===== src/hw/adcrf_pkg.sv =====
package adcrf_pkg;

  // Internal filter result and rounding position
  localparam int ADCRF_FILT_W  = 40;
  localparam int ADCRF_FRAC_W  = 8;

  // Code and word sizes
  localparam int ADCRF_CODE24_W = 24;
  localparam int ADCRF_CODE25_W = 25;
  localparam int ADCRF_WORD_W   = 32;
  localparam int ADCRF_TAG_W    = 4;
  localparam int ADCRF_CNT_W    = 6;

  // Saturation limits
  localparam logic [24:0] ADCRF_CODE24_MAX = 25'h07F_FFFF;
  localparam logic [24:0] ADCRF_CODE24_MIN = 25'h180_0000;
  localparam logic [24:0] ADCRF_CODE25_MAX = 25'h0FF_FFFF;
  localparam logic [24:0] ADCRF_CODE25_MIN = 25'h100_0000;

  // Fill values and lengths
  localparam logic [7:0]  ADCRF_PAD_BYTE   = 8'h00;
  localparam logic [3:0]  ADCRF_TAG_MANUAL = 4'h0;
  localparam logic [5:0]  ADCRF_LEN24      = 6'h18;
  localparam logic [5:0]  ADCRF_LEN32      = 6'h20;

  // Location of the conversion result register
  localparam logic [3:0]  ADCRF_RESULT_ADDR = 4'h0;

  typedef enum logic [1:0] {
    ADCRF_FMT_24       = 2'b00,
    ADCRF_FMT_32_LEFT  = 2'b01,
    ADCRF_FMT_32_SIGN  = 2'b10,
    ADCRF_FMT_32_TAG   = 2'b11
  } adcrf_fmt_e;

  typedef enum logic [1:0] {
    ADCRF_SH_IDLE = 2'b01,
    ADCRF_SH_BUSY = 2'b10
  } adcrf_shift_e;

  typedef struct packed {
    logic signed [ADCRF_FILT_W-1:0] filt;
    logic [ADCRF_TAG_W-1:0]         converted_channel_tag;
    logic                           scan_mode;
  } adcrf_sample_s;

  typedef struct packed {
    logic [ADCRF_WORD_W-1:0] data;
    logic                    long_word;
  } adcrf_word_s;

endpackage


===== src/hw/adcrf_core.sv =====
`timescale 1ns/1ps

// Summary of operation
// - Two-bit format field picks four layouts: three 32-bit, one 24-bit.
// - Upper format bit zero: 24-bit two's complement code, shifted out MSB first.
// - 24-bit codings clamp positive overflow at 0x7FFFFF.
// - 24-bit codings clamp negative overflow at 0x800000.
// - Format 00 gives a word of exactly 24 bits.
// - Format 01 gives 32 bits: code in top three bytes, zero low byte.
// - Upper format bit one: 25-bit signed code allowing overrange, in 32 bits.
// - 25-bit codings clamp positive overflow at the largest 25-bit code.
// - 25-bit codings clamp negative overflow at 0x1000000.
// - Inside one reference, 25-bit low 24 bits equal the 24-bit code.
// - Format 10 right-justifies the 25-bit code, top bits copy the sign.
// - Format 11 as 10, but top four bits carry the channel tag.
// - In manual multiplexer mode the channel tag reads 0000.
// - The formatted result sits in the result register at address 0x0.
// - The wide filter result is rounded to nearest, not truncated.
module adcrf_core
  import adcrf_pkg::*;
#(
  parameter int FILT_W = adcrf_pkg::ADCRF_FILT_W,
  parameter int FRAC_W = adcrf_pkg::ADCRF_FRAC_W
) (
  // Clock and reset
  input  wire logic                     core_clk,
  input  wire logic                     rst_b,
  // Filter result from the decimator
  input  wire logic                     smp_valid,
  input  wire adcrf_pkg::adcrf_sample_s smp,
  // Configuration
  input  wire adcrf_pkg::adcrf_fmt_e    data_format,
  // Readout from the serial side
  input  wire logic                     rd_start,
  input  wire logic                     rd_shift,
  // Result register and serial data
  output adcrf_pkg::adcrf_word_s        result,
  output logic                          result_valid,
  output logic [3:0]                    result_addr,
  output logic                          serial_bit,
  output logic                          rd_busy,
  output logic [5:0]                    bits_left
);

  import adcrf_pkg::*;

  localparam int ROUND_W = FILT_W - FRAC_W + 1;

  // Clamp a rounded value to the given 25-bit limits
  function automatic logic [24:0] clip(
    input logic signed [ROUND_W-1:0] v,
    input logic [24:0]               lim_hi,
    input logic [24:0]               lim_lo
  );
    logic signed [ROUND_W-1:0] hi;
    logic signed [ROUND_W-1:0] lo;
    hi = {{(ROUND_W-ADCRF_CODE25_W){lim_hi[24]}}, lim_hi};
    lo = {{(ROUND_W-ADCRF_CODE25_W){lim_lo[24]}}, lim_lo};
    if (v > hi) begin
      clip = lim_hi;
    end else if (v < lo) begin
      clip = lim_lo;
    end else begin
      clip = v[24:0];
    end
  endfunction

  // Readout may begin only from idle with a word held
  function automatic logic start_ok(
    input adcrf_shift_e st,
    input logic         req,
    input logic         have
  );
    start_ok = (st == ADCRF_SH_IDLE) && req && have;
  endfunction

  // Rounding stage
  logic signed [FILT_W:0]    round_sum;
  logic signed [ROUND_W-1:0] rounded;
  logic [24:0]               sat24;
  logic [24:0]               sat25;

  always_comb begin
    round_sum = {smp.filt[FILT_W-1], smp.filt}
              + {{(FILT_W-FRAC_W+1){1'b0}}, 1'b1, {(FRAC_W-1){1'b0}}};
    rounded   = round_sum[FILT_W:FRAC_W];
  end

  always_comb begin
    sat24 = clip(rounded, ADCRF_CODE24_MAX, ADCRF_CODE24_MIN);
    sat25 = clip(rounded, ADCRF_CODE25_MAX, ADCRF_CODE25_MIN);
  end

  // Saturated codes held until the result register is free
  logic [24:0] code24_q;
  logic [24:0] code25_q;
  logic [3:0]  tag_q;
  logic        pend_q;
  logic        load_word;

  always_ff @(posedge core_clk or negedge rst_b) begin
    if (!rst_b) begin
      code24_q <= 25'h000_0000;
      code25_q <= 25'h000_0000;
      tag_q    <= ADCRF_TAG_MANUAL;
    end else if (smp_valid) begin
      code24_q <= sat24;
      code25_q <= sat25;
      tag_q    <= smp.scan_mode ? smp.converted_channel_tag : ADCRF_TAG_MANUAL;
    end
  end

  always_ff @(posedge core_clk or negedge rst_b) begin
    if (!rst_b) begin
      pend_q <= 1'b0;
    end else if (smp_valid) begin
      pend_q <= 1'b1;
    end else if (load_word) begin
      pend_q <= 1'b0;
    end
  end

  // Readout shifter state
  adcrf_shift_e sh_q;
  logic [31:0]  shreg_q;
  logic [5:0]   cnt_q;

  // A new word enters the register only while no readout runs
  assign load_word = pend_q && (sh_q == ADCRF_SH_IDLE);

  // Copies of the 25-bit sign for the top byte
  logic [6:0] sign_fill;

  for (genvar gi = 0; gi < 7; gi++) begin : g_sign_fill
    assign sign_fill[gi] = code25_q[24];
  end

  // Formatting, sampled from the format field at load time
  logic [31:0] fmt_data;
  logic        fmt_long;

  always_comb begin
    fmt_data = {ADCRF_PAD_BYTE, code24_q[23:0]};
    fmt_long = 1'b0;
    case (data_format)
      ADCRF_FMT_24: begin
        fmt_data = {ADCRF_PAD_BYTE, code24_q[23:0]};
        fmt_long = 1'b0;
      end
      ADCRF_FMT_32_LEFT: begin
        fmt_data = {code24_q[23:0], ADCRF_PAD_BYTE};
        fmt_long = 1'b1;
      end
      ADCRF_FMT_32_SIGN: begin
        fmt_data = {sign_fill, code25_q};
        fmt_long = 1'b1;
      end
      ADCRF_FMT_32_TAG: begin
        fmt_data = {tag_q, sign_fill[2:0], code25_q};
        fmt_long = 1'b1;
      end
      default: begin
        fmt_data = {ADCRF_PAD_BYTE, code24_q[23:0]};
        fmt_long = 1'b0;
      end
    endcase
  end

  // Conversion result register
  adcrf_word_s word_q;
  logic        word_valid_q;
  logic        rd_go;

  assign rd_go = start_ok(sh_q, rd_start, word_valid_q);

  always_ff @(posedge core_clk or negedge rst_b) begin
    if (!rst_b) begin
      word_q <= '0;
    end else if (load_word) begin
      word_q.data      <= fmt_data;
      word_q.long_word <= fmt_long;
    end
  end

  always_ff @(posedge core_clk or negedge rst_b) begin
    if (!rst_b) begin
      word_valid_q <= 1'b0;
    end else if (load_word) begin
      word_valid_q <= 1'b1;
    end
  end

  // Readout: MSB first, 24 or 32 bits
  always_ff @(posedge core_clk or negedge rst_b) begin
    if (!rst_b) begin
      sh_q <= ADCRF_SH_IDLE;
    end else begin
      case (sh_q)
        ADCRF_SH_IDLE: begin
          if (rd_go) begin
            sh_q <= ADCRF_SH_BUSY;
          end
        end
        ADCRF_SH_BUSY: begin
          if (rd_shift && (cnt_q == 6'h01)) begin
            sh_q <= ADCRF_SH_IDLE;
          end
        end
        default: begin
          sh_q <= ADCRF_SH_IDLE;
        end
      endcase
    end
  end

  always_ff @(posedge core_clk or negedge rst_b) begin
    if (!rst_b) begin
      shreg_q <= 32'h0000_0000;
      cnt_q   <= 6'h00;
    end else if (rd_go) begin
      // 24-bit word is moved to the top so the sign leaves first
      shreg_q <= word_q.long_word ? word_q.data
                                  : {word_q.data[23:0], ADCRF_PAD_BYTE};
      cnt_q   <= word_q.long_word ? ADCRF_LEN32 : ADCRF_LEN24;
    end else if ((sh_q == ADCRF_SH_BUSY) && rd_shift) begin
      shreg_q <= {shreg_q[30:0], 1'b0};
      cnt_q   <= cnt_q - 6'h01;
    end
  end

  assign result       = word_q;
  assign result_valid = word_valid_q;
  assign result_addr  = ADCRF_RESULT_ADDR;
  assign serial_bit   = shreg_q[31];
  assign rd_busy      = (sh_q == ADCRF_SH_BUSY);
  assign bits_left    = cnt_q;

endmodule


===== config.mk =====
export PLATFORM = sky130hd
export DESIGN_NAME = adcrf_core
export DESIGN_NICKNAME = d
export VERILOG_FILES = /design/src/hw/adcrf_pkg.sv /design/src/hw/adcrf_core.sv
export SDC_FILE = /design/constraint.sdc
export NUM_CORES = 1
export LEC_CHECK = 0
export BUFFER_PORTS_ARGS = -buffer_cell sky130_fd_sc_hd__buf_2
export CAP_MARGIN = 30
export CELL_PAD_IN_SITES_DETAIL_PLACEMENT = 2
export CELL_PAD_IN_SITES_GLOBAL_PLACEMENT = 2
export CORE_MARGIN = 5
export CORE_UTILIZATION = 35
export DETAILED_ROUTE_END_ITERATION = 7
export PLACE_DENSITY_LB_ADDON = 0.12
export SLEW_MARGIN = 40
export SYNTH_ARGS = -nofsm -noshare
export SYNTH_HDL_FRONTEND = slang
export SYNTH_SLANG_ARGS = --single-unit

===== constraint.sdc =====
create_clock -name core_clk -period 2.04 [get_ports core_clk]
set_input_delay 0.306 -clock core_clk [delete_from_list [all_inputs] [get_ports core_clk]]
set_output_delay 0.306 -clock core_clk [all_outputs]
set_load 0.02 [all_outputs]

### Yosys cells after proc, flatten, opt, wreduce, memory -nomap -nowiden

Cells that the tools add are included.

| word-level totals | value |
|---|---|
| word-level logic and storage cells | 52 |
| register bits | 128 |
| bits of input ports | 52 |
| output and inout port bits | 46 |

| cells by class | value |
|---|---|
| mux-type cells | 18 |
| add/sub/neg operators | 2 |
| eq/ne operators | 8 |
| magnitude comparators | 4 |
| reductions and logical operators | 10 |

Operators by type and width:

| kind | number |
|---|---|
| one-hot mux 32 bit (4 select lines) | 1 |
| two-way mux 32 bit | 3 |
| two-way mux 25 bit | 2 |
| two-way mux 24 bit | 2 |
| adder 40 x 9 -> 41 bit, second input constant | 1 |
| > comparator 33 x 24 -> 1 bit, second input constant | 1 |
| > comparator 33 x 25 -> 1 bit, second input constant | 1 |
| < comparator 33 x 24 -> 1 bit, second input constant | 1 |
| < comparator 33 x 25 -> 1 bit, second input constant | 1 |
| two-way mux 6 bit | 3 |
| equality test 2 bit, second input constant | 3 |
| equality test 6 x 1 -> 1 bit, second input constant | 1 |
| subtractor 6 x 1 -> 6 bit, second input constant | 1 |
| logical AND 1 bit | 5 |
| equality test 2 x 1 -> 1 bit, second input constant | 2 |
| two-way mux 2 bit | 2 |
| two-way mux 4 bit | 1 |
| one-hot mux 2 bit (2 select lines) | 1 |
| nonzero test 2 bit | 2 |
| OR reduction 3 bit | 1 |
| zero test 2 bit | 1 |
| two-way mux 1 bit | 2 |
| inequality test 2 x 1 -> 1 bit, second input constant | 1 |
| inequality test 2 bit, second input constant | 1 |
| 2 further kinds | 2 |

### Longest topological paths before layout

| depth | value |
|---|---|
| depth in word-level cells | 5 |
| mapped depth | 9 |
| depth with buffers taken out | 8 |

### Least setup slack after synthesis

Ideal clock, no wire load.

| timing path | value |
|---|---|
| path type | input -> register |
| start point | input port smp[32] (netlist name) |
| end point | register code25_q[1] |
| stages | 8 |
| data required time | 1902 ps |
| arrival | 2066 ps |
| slack | -164 ps |
| library setup time | 138 ps |
| path buffers | 1 |
| cells stage by stage | nand4_1 -> nor4_4 -> nand4_1 -> xor2_1 -> o2111ai_1 -> o21ai_1 -> clkbuf_1 -> o21ai_0 |

| on the way | value |
|---|---|
| word-level cells in the longest chain between the ends | 4 |
| elaborated cells on any way between the ends | 5 |
| classes of those cells | add/sub: 1; order compare: 2; mux: 2 |

RTL lines:

| what | RTL line | text |
|---|---|---|
| start: declaration | adcrf_core.sv:30 | `input wire adcrf_pkg::adcrf_sample_s smp,` |
| adder 40 x 9 -> 41 bit (*) | adcrf_core.sv:85 | `+ {{(FILT_W-FRAC_W+1){1'b0}}, 1'b1, {(FRAC_W-1){1'b0}}};` |
| < comparator 33 x 25 -> 1 bit | adcrf_core.sv:61 | `end else if (v < lo) begin` |
| two-way mux 25 bit | adcrf_core.sv:61 |  |
| two-way mux 25 bit (*) | adcrf_core.sv:59 | `if (v > hi) begin` |
| end signal: assignment | adcrf_core.sv:108 | `code25_q <= sat25;` |
| end: declaration | adcrf_core.sv:96 | `logic [24:0] code25_q;` |

Mark *: on every way between the ends. The rest lies on a longest branch, timed or not.
A chain may end at the register's enable or synchronous reset.

### Worst setup path in the final report

| timing path | value |
|---|---|
| start point | input port smp[33] (netlist name) |
| end point | register code24_q[0] |

| on the way | value |
|---|---|
| word-level cells in the longest chain between the ends | 4 |
| elaborated cells on any way between the ends | 5 |
| classes of those cells | add/sub: 1; order compare: 2; mux: 2 |

RTL lines:

| what | RTL line | text |
|---|---|---|
| adder 40 x 9 -> 41 bit (*) | adcrf_core.sv:85 |  |
| < comparator 33 x 24 -> 1 bit | adcrf_core.sv:61 |  |
| two-way mux 24 bit | adcrf_core.sv:61 |  |
| two-way mux 24 bit (*) | adcrf_core.sv:59 |  |
| end signal: assignment | adcrf_core.sv:107 | `code24_q <= sat24;` |
| end: declaration | adcrf_core.sv:95 | `logic [24:0] code24_q;` |

Marks and branches as above.

==> metrics.cfg <==
[global_route]
first_global_vias=7015
overflow=0
antenna_found_initial=0
grt_max_degree=93
grt_pass1_wl_um=37040
grt_use_total_pct=21.01

[detailed_routing]
drcViolationCount=0
routed-via-count=6276
drt_iter0_markers=272
viasPerCell=5.530
ant_nets=0
wirelength_um=23480
wl_per_cell_um=20.69
firstDrtPassIters=4

[logic_synthesis]
synthesis.area_um2=6691
synth_warnings=0
synth-edff-count=0
synthesis.instances=763
synth_fa_ha_area_share_pct=0.5610
yosys.area.top_type_share_pct=47.49
async_reset_ff_share_pct=100.0
synth_seq_cells=128
ys_dominant_reg_cell=dfrtp_1
synth_cell_type_count=45
synth_top_family_by_area=compound AO/OA/AOI/OAI gates
syn_area_per_cell_um2=8.770
synth_mux_area_share_pct=2.543
synthTopCellsByArea=dfrtp_1 (47%), nand2_1 (7.5%), o21ai_0 (5.2%), a31oi_1 (3.9%), a21oi_1 (3.2%)
synthSimpleGateAreaFrac_pct=19.86
yosysTopAreaCell=dfrtp_1
synth_seq_area_share_pct=47.89
yosys.area_share.xor_xnor_pct=3.796
synth_compound_area_share_pct=20.76

[layout]
final_common_cell=nand2_1
fillers=2067
layout.cells.non_filler=1135
fin_nets=943
area_growth_syn_to_layout_pct=29.24
layout_common_cells=nand2_1 (131), dfrtp_1 (127), buf_2 (85), o21ai_0 (68), buf_4 (62)
antenna_cells=0
drive_above_1_share_pct=23.31

[run_status]
status=finished with violations
violations=negative setup slack

[clock_tree]
path_clk_slew_ns=0.06
cts_tree=built
cts_max_level=4
cts_buffers=17
clock_path_buffers=2
cts_sinks=128
clkLatencyLatePin_ns=0.42
root_buffer=clkbuf_16

[timing]
fin_skew_ns=0.009835
setup_viol=1
fin_ws_ns=-0.02505
hold_viol_final=0
relSlewSlack_pct=60.96
worst_pin_slew_ns=0.5856
post-route-period-util_pct=101.2
max_freq_mhz=484.3
finalCriticalPeriod_ns=2.065
rsz0062_at_grt=true
setup_tns_ns=-0.02505
finalMaxSlewViolations=0

[place]
globalplace.congestion=0.7907
port_buffers=86
dpl.hpwl_um=16240
dp_cells=1096

[critical_path]
path_delay_family=compound AO/OA/AOI/OAI gates
path_cells=buf_2, nand4_1, buf_6, nor4_4, nand3_2, xor2_2, o41ai_4, buf_4, clkbuf_16, o21ai_0, a31oi_1
crit_path_end_kind=flip-flop
required_ns=2.37
cp_slowest_cell=o41ai_4
critPathMaxStageDelay_ns=0.39
worst-path-max-fanout=6
arrival_ns=2.39
critical_path_class=input port to flip-flop
rr_worst_depth=5
path_buf_inv=4
cp.depth=11
start_kind=input port

[worst_hold_path]
hold-path-cell-count=3
hp-class=input port to flip-flop

[floorplan]
die-area_um2=21980
start_util_pct=35.65
boundaryPins=98
die_y_um=148.3
die_w_um=148.3
coreArea_um2=18770
rows=50

[pwr]
max-vdd-ir-drop_mv=0.4962
power.density_cell_area_nw_per_um2=1297
p_leak_nw=3.839

[job]
max_cap_violations=0

==> metrics by stage <==
step	cell area (um2)	utilization, %	setup slack (ns)	hold slack (ns)	total power [mW]
2_1_floorplan	6716	-	-0.02809	0.01041	6.239
6_report	8648	46.08	-0.02505	0.1199	11.22
3_3_place_gp	7826	41.70	-0.2314	0.1523	7.532
4_1_cts	8502	45.30	0.01679	0.1121	11.30
5_1_grt	8648	46.08	-0.09645	0.1438	11.86
3_5_place_dp	7826	41.70	-0.4238	0.1564	7.800
==> area by class of cell <==
| type | count | area (um2) | area share (%) |
|---|---|---|---|
| repair buffers | 161 | 1162 | 13.44 |
| clock buffers | 23 | 488.0 | 5.642 |
| multi-input cells | 567 | 3274 | 37.86 |
| inverters | 13 | 48.80 | 0.5642 |
| clock inverters | 9 | 177.7 | 2.054 |
| well taps | 234 | 292.8 | 3.385 |
| flip-flops and latches | 128 | 3204 | 37.05 |
==> cell usage after synthesis (all sizes together), types with 2 or more instances <==
cell / number
nor2: 46
o21ai: 89
o31ai: 12
a211oi: 24
a21oi: 43
nand4: 12
o21bai: 2
ha: 3
a21o: 2
nand2b: 3
and3: 7
nand2: 133
or3: 3
a22oi: 12
nor2b: 28
nand3: 20
a31oi: 42
xor2: 20
nor3b: 3
clkbuf: 43
nor3: 6
or4: 2
inv: 13
nor4: 4
xnor2: 9
mux2i: 17
buf: 15
dfrtp: 127
and2: 14
==> flip-flops by register name, indices dropped and copies added, names as in the netlist <==
signal	count
tag_q	4
code25_q	25
result	33
result_valid	1
pend_q	1
bits_left	6
sh_q	2
shreg_q	32
code24_q	24
==> cell families after synthesis <==
logic type	count (synthesis)
simple gates	282
mux	17
other cells	1
compound gates	232
xor+xnor	29
fa+ha+maj	3
flops	128
buf+inv	71
==> path summary, 6_finish.rpt <==
check	startpoint	endpoint	slack, ns
setup / recovery	smp[33]	code24_q[0]$_DFFE_PN0P_	-0.03
hold / removal	smp[3]	tag_q[2]$_DFFE_PN0P_	0.12
setup reg to reg	sh_q[0]$_DFFE_PN1P_	shreg_q[10]$_DFFE_PN0P_	0.24
hold reg to reg	shreg_q[0]$_DFFE_PN0P_	shreg_q[0]$_DFFE_PN0P_	0.53
max in group asynchronous	rst_b	code24_q[6]$_DFFE_PN0P_	1.10
min in group asynchronous	rst_b	sh_q[1]$_DFFE_PN0P_	0.26
==> report_power, final <==
group | internal [mW] | total (mW) | switching (mW) | leakage, nW
sequential | 3.39 | 4.16 | 0.775 | 1.52
combinational | 1.32 | 3.62 | 2.29 | 2.00
clock | 2.30 | 3.44 | 1.14 | 0.316
==> routing by layer <==
| metal | track usage (%) | up-vias | share of wire [%] |
|---|---|---|---|
| li1 | - | 2940 | - |
| met1 | 26.13 | 3211 | 43 |
| met2 | 38.50 | 101 | 52 |
| met3 | 2.742 | 24 | 3.0 |
| met4 | 5.404 | 0 | 1.2 |
| met5 | 0 | - | 0 |
==> worst reg2reg max path: stages, from the launching register on <==
cell,delay (ns)
dfstp_2,0.53
nor2b_1,0.23
nand3_2,0.21
buf_12,0.25
a211oi_1,0.34
a31oi_1,0.10
==> timing repair <==
action / 4_1_cts / 5_1_grt
endpoints found under the hold margin: 48 / 0
hold buffers: 1 / 0
setup endpoints to repair: 0 / 47
resized for setup: 0 / 13
buffers inserted: 0 / 5
(Power assumes the default switching activity.)
